$ cat config.mk
export PLATFORM = sky130hd
export DESIGN_NAME = cau_top
export DESIGN_NICKNAME = d
export VERILOG_FILES = /design/src/cau_pkg.sv /design/src/cau_top.sv /design/src/cau_engine.sv
export VERILOG_INCLUDE_DIRS = /design/src /design/src/src
export SDC_FILE = /design/constraint.sdc
export NUM_CORES = 1
export LEC_CHECK = 0
export ABC_CLOCK_PERIOD_IN_PS = 2000
export BUFFER_PORTS_ARGS = -buffer_cell sky130_fd_sc_hd__buf_2
export CAP_MARGIN = 20
export CORE_UTILIZATION = 53
export CTS_CLUSTER_DIAMETER = 150
export DETAILED_ROUTE_END_ITERATION = 10
export HOLD_SLACK_MARGIN = 0.12
export MAX_ROUTING_LAYER = met4
export PLACE_DENSITY = 0.76
export RECOVER_POWER = 50
export SLEW_MARGIN = 20
export SYNTH_ARGS = -nofsm -noshare
export SYNTH_HDL_FRONTEND = slang
export SYNTH_SLANG_ARGS = --single-unit
$ cat constraint.sdc
create_clock -name clk_in -period 2 [get_ports clk_in]
set_input_delay 0.4 -clock clk_in [delete_from_list [all_inputs] [get_ports clk_in]]
set_output_delay 0.4 -clock clk_in [all_outputs]
set_load 0.005 [all_outputs]
$ cat src/cau_defines.svh
// Register offsets, reset values and timing counts of the CRC accumulator.
`ifndef CAU_DEFINES_SVH
`define CAU_DEFINES_SVH

`define CAU_ADDR_W 8
`define CAU_OFS_RESULT 8'h00
`define CAU_OFS_SPARE 8'h04
`define CAU_OFS_CTL 8'h08
`define CAU_RESULT_RST 32'hffffffff
`define CAU_SPARE_RST 8'h00
`define CAU_SPARE_W 8
`define CAU_CTL_REINIT_BIT 0
`define CAU_POLY 32'h04c11db7
`define CAU_CALC_CYCLES 3'h4
`define CAU_CNT_W 3

`endif

$ cat src/cau_pkg.sv
// Types and the shared byte-step CRC function of the CRC accumulator.
`include "cau_defines.svh"

package cau_pkg;

    typedef struct packed {
        logic wr;
        logic rd;
        logic [`CAU_ADDR_W-1:0] addr;
        logic [31:0] wdata;
    } cau_bus_req_t;

    // Folds one byte into the running value, most significant bit first.
    function automatic logic [31:0] cau_crc_byte(input logic [31:0] acc,
                                                 input logic [7:0] din);
        logic [31:0] c;
        logic fb;
        c = acc;
        fb = 1'b0;
        for (int i = 7; i >= 0; i--) begin
            fb = c[31] ^ din[i];
            c = {c[30:0], 1'b0} ^ (fb ? `CAU_POLY : 32'h00000000);
        end
        return c;
    endfunction

    function automatic logic [31:0] cau_crc_word(input logic [31:0] acc,
                                                 input logic [31:0] din);
        logic [31:0] c;
        c = cau_crc_byte(acc, din[31:24]);
        c = cau_crc_byte(c, din[23:16]);
        c = cau_crc_byte(c, din[15:8]);
        c = cau_crc_byte(c, din[7:0]);
        return c;
    endfunction

endpackage

$ cat src/cau_top.sv
// Memory-mapped CRC accumulator with result, spare and control registers.
`timescale 1ns/1ps
`include "cau_defines.svh"

module cau_top
    import cau_pkg::*;
(
    input wire logic clk_in,
    input wire logic sys_rst_in,
    input wire cau_bus_req_t bus_req_in,
    output logic [31:0] bus_rdata_out,
    output logic calc_busy_out
);

    logic [31:0] result_ff;
    logic [31:0] nxt_result;
    logic [`CAU_SPARE_W-1:0] spare_ff;
    logic pend_ff;
    logic [31:0] pend_word_ff;
    logic nxt_pend;
    logic [31:0] rdata_ff;
    logic [31:0] nxt_rdata;

    logic eng_busy;
    logic eng_last;
    logic [31:0] eng_crc_next;

    // Address decode; the low two bits must be zero since only aligned
    // word transfers are expected from the host.
    wire aligned_w = (bus_req_in.addr[1:0] == 2'h0);
    wire sel_result_w = aligned_w && (bus_req_in.addr == `CAU_OFS_RESULT);
    wire sel_spare_w = aligned_w && (bus_req_in.addr == `CAU_OFS_SPARE);
    wire sel_ctl_w = aligned_w && (bus_req_in.addr == `CAU_OFS_CTL);

    wire word_wr_w = bus_req_in.wr && sel_result_w;
    wire spare_wr_w = bus_req_in.wr && sel_spare_w;
    wire reinit_w = bus_req_in.wr && sel_ctl_w
        && bus_req_in.wdata[`CAU_CTL_REINIT_BIT];

    // The engine can take a word when idle or in its final step.
    wire free_w = !eng_busy || eng_last;
    wire pend_take_w = pend_ff && free_w;
    wire direct_w = word_wr_w && !pend_ff && free_w;
    wire wr_buf_w = word_wr_w && (pend_ff || !free_w);
    wire start_w = !reinit_w && (pend_take_w || direct_w);
    wire [31:0] start_word_w = pend_ff ? pend_word_ff : bus_req_in.wdata;
    // A word started in the final step chains onto the value finishing now.
    wire [31:0] seed_w = eng_last ? eng_crc_next : result_ff;

    cau_engine u_engine (
        .clk_in(clk_in),
        .sys_rst_in(sys_rst_in),
        .start_in(start_w),
        .abort_in(reinit_w),
        .word_in(start_word_w),
        .seed_in(seed_w),
        .busy_out(eng_busy),
        .last_out(eng_last),
        .crc_next_out(eng_crc_next)
    );

    // A word that arrives while one is queued and the engine is not in its final step replaces it; the host
    // must pace writes to one per calculation period to keep every word.
    assign nxt_pend = reinit_w ? 1'b0 :
                      wr_buf_w ? 1'b1 :
                      pend_take_w ? 1'b0 : pend_ff;

    assign nxt_result = reinit_w ? `CAU_RESULT_RST :
                        eng_last ? eng_crc_next : result_ff;

    // Reads return the stored result, never the last written word. The
    // control bit clears in the write cycle itself, so it always reads zero.
    assign nxt_rdata = !bus_req_in.rd ? rdata_ff :
                       sel_result_w ? result_ff :
                       sel_spare_w ? {24'h000000, spare_ff} :
                       32'h00000000;

    assign calc_busy_out = eng_busy || pend_ff;
    assign bus_rdata_out = rdata_ff;

    always_ff @(posedge clk_in) begin
        if (sys_rst_in) begin
            result_ff <= `CAU_RESULT_RST;
        end else begin
            result_ff <= nxt_result;
        end
    end

    always_ff @(posedge clk_in) begin
        if (sys_rst_in) begin
            spare_ff <= `CAU_SPARE_RST;
        end else if (spare_wr_w) begin
            spare_ff <= bus_req_in.wdata[`CAU_SPARE_W-1:0];
        end
    end

    always_ff @(posedge clk_in) begin
        if (sys_rst_in) begin
            pend_ff <= 1'b0;
            pend_word_ff <= 32'h00000000;
            rdata_ff <= 32'h00000000;
        end else begin
            pend_ff <= nxt_pend;
            rdata_ff <= nxt_rdata;
            if (wr_buf_w) begin
                pend_word_ff <= bus_req_in.wdata;
            end
        end
    end

    // Expected fold of the word that starts now, for the latency check.
    wire [31:0] exp_w = cau_crc_word(seed_w, start_word_w);
endmodule

$ cat src/cau_engine.sv
// Sequential CRC engine that folds one byte per clock into a seed.
`timescale 1ns/1ps
`include "cau_defines.svh"

module cau_engine
    import cau_pkg::*;
(
    input wire logic clk_in,
    input wire logic sys_rst_in,
    input wire logic start_in,
    input wire logic abort_in,
    input wire logic [31:0] word_in,
    input wire logic [31:0] seed_in,
    output logic busy_out,
    output logic last_out,
    output logic [31:0] crc_next_out
);

    logic [31:0] acc_ff;
    logic [31:0] data_ff;
    logic [`CAU_CNT_W-1:0] cnt_ff;

    // One byte per edge spreads the work over four edges and keeps the
    // combinational depth to eight feedback stages.
    assign crc_next_out = cau_crc_byte(acc_ff, data_ff[31:24]);
    assign busy_out = (cnt_ff != '0);
    assign last_out = (cnt_ff == `CAU_CNT_W'(1));

    always_ff @(posedge clk_in) begin
        if (sys_rst_in || abort_in) begin
            cnt_ff <= '0;
        end else if (start_in) begin
            cnt_ff <= `CAU_CALC_CYCLES;
        end else if (busy_out) begin
            cnt_ff <= cnt_ff - `CAU_CNT_W'(1);
        end
    end

    always_ff @(posedge clk_in) begin
        if (sys_rst_in) begin
            acc_ff <= `CAU_RESULT_RST;
            data_ff <= 32'h00000000;
        end else if (start_in) begin
            acc_ff <= seed_in;
            data_ff <= word_in;
        end else if (busy_out) begin
            acc_ff <= crc_next_out;
            data_ff <= {data_ff[23:0], 8'h00};
        end
    end

endmodule

* Word-level counts from Yosys, hierarchy flattened
Index checks and enable logic that the tools add are counted.
W data, S select, Z words.
** Storage, ports and cells
- Logic and storage cells :: 77
- Flip-flop bits (word level) :: 172
** Operators by class
- Bitwise gates (word level) :: 16
- Mux-type cells :: 20
- Add/subtract/negate cells :: 1
- Equality and inequality tests :: 3
- Reduce and logical (&&, ||, !) cells :: 28
** Operator list (count)
- $xor A32 B32 Y32 :: 8
- $mux W32 :: 7
- $mux W27 :: 8
- $logic_and A1 B1 Y1 :: 12
- $eq A8 B3 Y1 const B :: 1
- $eq A8 B4 Y1 const B :: 1
- $logic_not A8 Y1 :: 1
- $mux W8 :: 1
- $xor A1 B1 Y1 :: 8
- $mux W3 :: 2
- $logic_or A1 B1 Y1 :: 5
- $logic_not A1 Y1 :: 4
- $reduce_bool A2 Y1 :: 2
- $reduce_or A2 Y1 :: 2
- $eq A3 B1 Y1 const B :: 1
- $reduce_bool A3 Y1 :: 1
- $sub A3 B1 Y3 const B :: 1
- $logic_not A2 Y1 :: 1
- $mux W1 :: 2

* Depth between registers and ports, before layout
- Depth in word-level cells :: 26
- Mapped depth :: 11
- Depth with buffers taken out :: 8

* By module
Synthesis repeated with hierarchy kept, for this count alone.
** Second synthesis, totals
- Cell total of the unflattened synthesis :: 929
- Area total of the unflattened synthesis :: 8713.4 µm²
** By module, submodules not included
- cau_top :: seq. area each 2102.0 µm², area each 4844.6 µm², cells each 467, times used 1
- cau_engine :: seq. area each 1341.3 µm², area each 3868.7 µm², cells each 462, times used 1

* Worst setup path after synthesis
OpenSTA, ideal clock, no wires.
- Kind :: flip-flop to flip-flop
- From :: register u_engine.cnt_ff[1]
- To :: register pend_word_ff[10]
- Data required time :: 1872 ps
- Setup time :: 128 ps
- Path slack :: -85 ps
- Arrival :: 1957 ps
- Stages on the path, launching flop included :: 11
- Cell sequence :: dfxtp_1 inv_1 ha_1 nor2b_1 clkbuf_1 nor2_1 o2111a_1 clkbuf_1 buf_2 mux2i_1 nor2_1
** On the way
- Longest elaborated chain between the ends :: 6
** Ends and longest elaborated chain
- start: declaration :: RTL line cau_engine.sv:21 : logic [`CAU_CNT_W-1:0] cnt_ff;
- start signal: assignment :: RTL line cau_engine.sv:33 : cnt_ff <= `CAU_CALC_CYCLES;
- start signal: assignment :: RTL line cau_engine.sv:35 : cnt_ff <= cnt_ff - `CAU_CNT_W'(1);
- $reduce_bool A3 Y1 :: RTL line cau_engine.sv:26 : assign busy_out = (cnt_ff != '0);
- $logic_not A1 Y1 :: RTL line cau_top.sv:41 : wire free_w = !eng_busy || eng_last;
- $logic_or A1 B1 Y1 * :: RTL line cau_top.sv:41
- $logic_not A1 Y1 * :: RTL line cau_top.sv:44 : wire wr_buf_w = word_wr_w && (pend_ff || !free_w);
- $logic_or A1 B1 Y1 * :: RTL line cau_top.sv:44
- $logic_and A1 B1 Y1 * :: RTL line cau_top.sv:44
- end signal: assignment :: RTL line cau_top.sv:106 : pend_word_ff <= bus_req_in.wdata;
- end: declaration :: RTL line cau_top.sv:19 : logic [31:0] pend_word_ff;
Mark *: on every way between the ends. The rest lies on a longest branch, timed or not.
A chain may end at the register's enable or synchronous reset.

* Final worst setup path
- From :: register u_engine.acc_ff[24]
- To :: register u_engine.acc_ff[26]
** On the way
- Longest elaborated chain between the ends :: 12
** Ends and longest elaborated chain
- start: declaration :: RTL line cau_engine.sv:19 : logic [31:0] acc_ff;
- start signal: assignment :: RTL line cau_engine.sv:41 : acc_ff <= `CAU_RESULT_RST;
- start signal: assignment :: RTL line cau_engine.sv:44 : acc_ff <= seed_in;
- start signal: assignment :: RTL line cau_engine.sv:47 : acc_ff <= crc_next_out;
- $xor A32 B32 Y32 * (7 in a row) :: RTL line cau_pkg.sv:22 : c = {c[30:0], 1'b0} ^ (fb ? `CAU_POLY : 32'h00000000);
- $xor A1 B1 Y1 * :: RTL line cau_pkg.sv:21 : fb = c[31] ^ din[i];
- $mux W27 * :: RTL line cau_pkg.sv:22
- $xor A32 B32 Y32 * :: RTL line cau_pkg.sv:22
- $mux W32, on equally long branches
- $mux W32 * :: RTL line cau_engine.sv:43 : end else if (start_in) begin
Mark *: on every way between the ends. The rest lies on a longest branch, timed or not. The select of a mux whose other input is x is not followed.

==> results by group <==
Synthesis
  – Post-Syn Area: roughly 7600 um^2
  – Post-synth cell types: 39
  – Post-synth ARST share: 0%
  – Mean Syn Cell Area: 9.398 um^2
  – Synthesized Nets: 860
  – Primary FF master, synth: dfxtp_1
  – Yosys warnings: 0
  – Sequential element share of the synthesized area: 45.12%
  – EDFF count, synth: 0
  – Syn Inst Count: 812
  – Yosys reg bits: 172

Clock tree
  – Clock Tree Root: clkbuf_16
  – Hold buffers post-CTS: 0
  – CTS tree: built
  – TritonCTS Buffers: 17
  – Worst skew pair latency: 0.43 ns
  – Clk slew on worst S/H paths: 0.07 ns
  – Clock sinks: 172
  – H-Tree Depth: 4
  – Bufs on Longest Clock Path: 2

Global routing
  – Initial antenna violation count: 0
  – First-pass GRT wire length: approximately 29,000 um
  – Vias in the first global route: 5,763
  – Grt total ovfl: 0
  – Overall Global Routing Usage: 25.66%
  – Largest net degree at the start of global routing: 60

Hold path
  – Hold EP: pend_word_ff[30]$_SDFFE_PP0P_
  – Hold path start: bus_req_in[30]
  – Hold Crit Depth: 3
  – Worst Hold Class: in2reg

Routing
  – Routed wire length: about 18,000 um
  – Remaining antenna violation count: 0
  – Via count: 6,099
  – Drc violations: 0
  – Initial DRC Count: 421
  – Routed length per instance: between 15 and 20 um
  – Vias per cell: 5.495
  – TritonRoute pass-1 iters: 5

Floorplan
  – Row count: 43
  – Die Ht: roughly 120 um
  – Core ar.: ~14,000 um^2
  – Initial Util: between 50% and 60%
  – Die width: 122.0 um
  – DIE AREA: 14,880 um^2
  – Io pins: between 70 and 80

STA
  – RSZ-0062 raised after global routing: yes
  – Final worst-path cycle share: ~100%
  – Hold Vio Cnt, Final: 0
  – Slew Limit Headroom: 58.38%
  – Hold Slack: 0.2219 ns
  – Post-route minimum period: just under 2 ns
  – Max Clock Skew: roughly 0.0074 ns
  – Slew @ Worst Pin: about 0.62 ns
  – Post-route setup TNS: 0 ns
  – Max-slew violations: 0
  – Fmax: 0.5083 GHz
  – Setup violators final: 0

Setup path
  – Worst Path Buf+Inv: 2
  – Required time worst endpoint: 2.30 ns
  – Crit Path Class: reg2reg
  – Critical R2R Launch: u_engine.acc_ff[24]$_SDFFE_PP1P_
  – Reg2Reg Setup Slack: roughly 0.033 ns
  – Data arrival, critical path: approximately 2.3 ns
  – Worst Setup End Kind: flip-flop
  – Critical path's slowest cell: dfxtp_2
  – R2R cell count: 8
  – CP max stage delay: 0.37 ns
  – Cell Chain, Critical Path: xnor2_4, buf_4, xnor2_1, buf_4, xnor2_1, xnor2_1, a221oi_1, o21ai_0
  – Startpoint types: flip-flop
  – Crit path max fanout: 4
  – Reg-to-reg endpoint: u_engine.acc_ff[26]$_SDFFE_PP1P_
  – Crit path top cell by count: xnor2_1
  – CP top delay family: XOR/XNOR gates

Power and ir drop
  – VDD IR max: 0.7710 mV
  – Cell area power density: 1459 nW/um^2
  – Static leakage: 3.577 nW

Job
  – Max-cap violation count: 0

Placement
  – RePlAce Congestion: 0.8279
  – Count of input and output buffers: 76
  – Dpl hpwl: 11,950 um

Status
  – Run status: completed

Layout
  – P&R area growth vs syn: 21.77%
  – Ratio of cells with drive above 1 in the final layout: 26.24%
  – Fin nets: 966
  – N_diodes: 0
  – FILL cells: 1,132
[power by group]
part / switching (mW) / internal [mW]
Sequential: 0.459 / 3.98
Clock: 1.35 / 1.80
Combinational: 3.08 / 2.87
[worst max-delay path by stage]
stage,slack [ns],start,to,cells past startpoint
floorplan,0.03,u_engine.cnt_ff[0]$_SDFFE_PP0P_,u_engine.acc_ff[28]$_SDFFE_PP1P_,8
global placement,-0.14,bus_req_in[0],u_engine.acc_ff[23]$_SDFFE_PP1P_,9
detailed placement,-0.21,bus_req_in[0],u_engine.acc_ff[9]$_SDFFE_PP1P_,10
global route,-0.01,u_engine.acc_ff[25]$_SDFFE_PP1P_,u_engine.acc_ff[24]$_SDFFE_PP1P_,6
CTS,-0.002,u_engine.acc_ff[30]$_SDFFE_PP1P_,u_engine.acc_ff[10]$_SDFFE_PP1P_,7
finish,0.03,u_engine.acc_ff[24]$_SDFFE_PP1P_,u_engine.acc_ff[26]$_SDFFE_PP1P_,8
[tightest hold or removal path, stage by stage]
cell     delay [ns]
buf_2          0.09
mux2i_1        0.06
nor2_1         0.07
[placed cells by master, fill, tap and decap left out, types with 10 or more instances in the layout]
cell type and instances:
a31oi_1 24, mux2i_1 55, buf_4 58, xnor2_1 39, buf_2 62, a221oi_1 18, a21oi_1 39, mux2_2 40
dfxtp_2 10, nand2_1 111, clkbuf_16 17, xor2_1 16, clkbuf_1 18, o21ai_0 20, dfxtp_1 162, nor2_1 85
nor2b_1 34
[area by class of cell]
class                      count  area [um^2]  area share (%)
multi-input combinational    575         4070           43.80
sequential                   172         3456           37.19
timing repair buffer         148        963.4           10.37
clock buffer                  21        470.5           5.063
tap                          180        225.2           2.424
clock inverter                10        92.59          0.9964
inverter                       4        15.01          0.1616
[metal layers]
layer  part of all wire (%)  routed length (um)  global-route usage, %
met1                     46                8203                  33.04
met2                     48                8680                  40.15
met3                    4.5                 816                  4.541
met4                    1.7                 300                  9.414
met5                      0                   0                      -
[registers in the layout, indices dropped and copies added (netlist names)]
register and count:
bus_rdata_out 32, pend_word_ff 32, result_ff 32, u_engine.acc_ff 32, u_engine.data_ff 32, spare_ff 8
u_engine.cnt_ff 3, pend_ff 1
[cell families (layout without fill, tap and decap cells)]
logic type      Yosys count  in the layout  synth area share [%]
simple gates            250            250                 14.10
flops                   172            172                 45.12
compound gates          154            154                 13.22
mux                      95             95                 13.12
xor+xnor                 72             72                 10.30
buf+inv                  65            183                 3.492
fa+ha+maj                 4              4                0.6559
[cell usage after synthesis (2+ instances only)]
cell type	instances	share of area (%)
o22ai_1	7	0.57
xor2_1	16	1.8
nor2_1	87	4.3
o211ai_1	6	0.59
or2_2	5	0.41
xnor3_1	2	0.59
clkbuf_1	38	1.9
o21ai_0	20	1.3
xnor2_2	7	1.5
o21a_1	8	0.79
nor3_1	4	0.26
buf_1	7	0.34
a221oi_1	21	2.4
and3_1	3	0.25
a31oi_1	24	2.0
o221ai_1	2	0.23
nand2_1	111	5.5
inv_1	4	0.20
mux2_2	40	5.9
buf_2	15	0.98
o21ai_1	7	0.46
a21oi_1	39	2.6
a221oi_2	2	0.39
dfxtp_1	172	45
xnor2_1	43	4.9
nor2b_1	36	3.0
a22oi_1	9	0.89
mux2i_1	55	7.2
xnor2_4	3	1.1
ha_1	4	0.66
a211o_1	7	0.80
[stage by stage]
step           power [mW]  cells  setup WS (ns)  instance area (um^2)  utilization [%]
3_3_place_gp        9.784   1072        -0.1392                  8582            61.35
6_report            13.55   1110        0.03261                  9293            66.43
2_1_floorplan       8.031    812        0.03447                  7641                -
5_1_grt             14.25   1110       -0.01106                  9293            66.43
3_5_place_dp        9.859   1072        -0.2113                  8582            61.35
4_1_cts             13.12   1103      -0.001856                  9170            65.55
[repair_timing]
action / CTS / global route
buffers inserted: 0 / 7
pin swaps: 0 / 8
gates resized for setup: 7 / 24
endpoints found under the setup margin: 6 / 43
No activity file was read; power rests on OpenSTA's default activity.
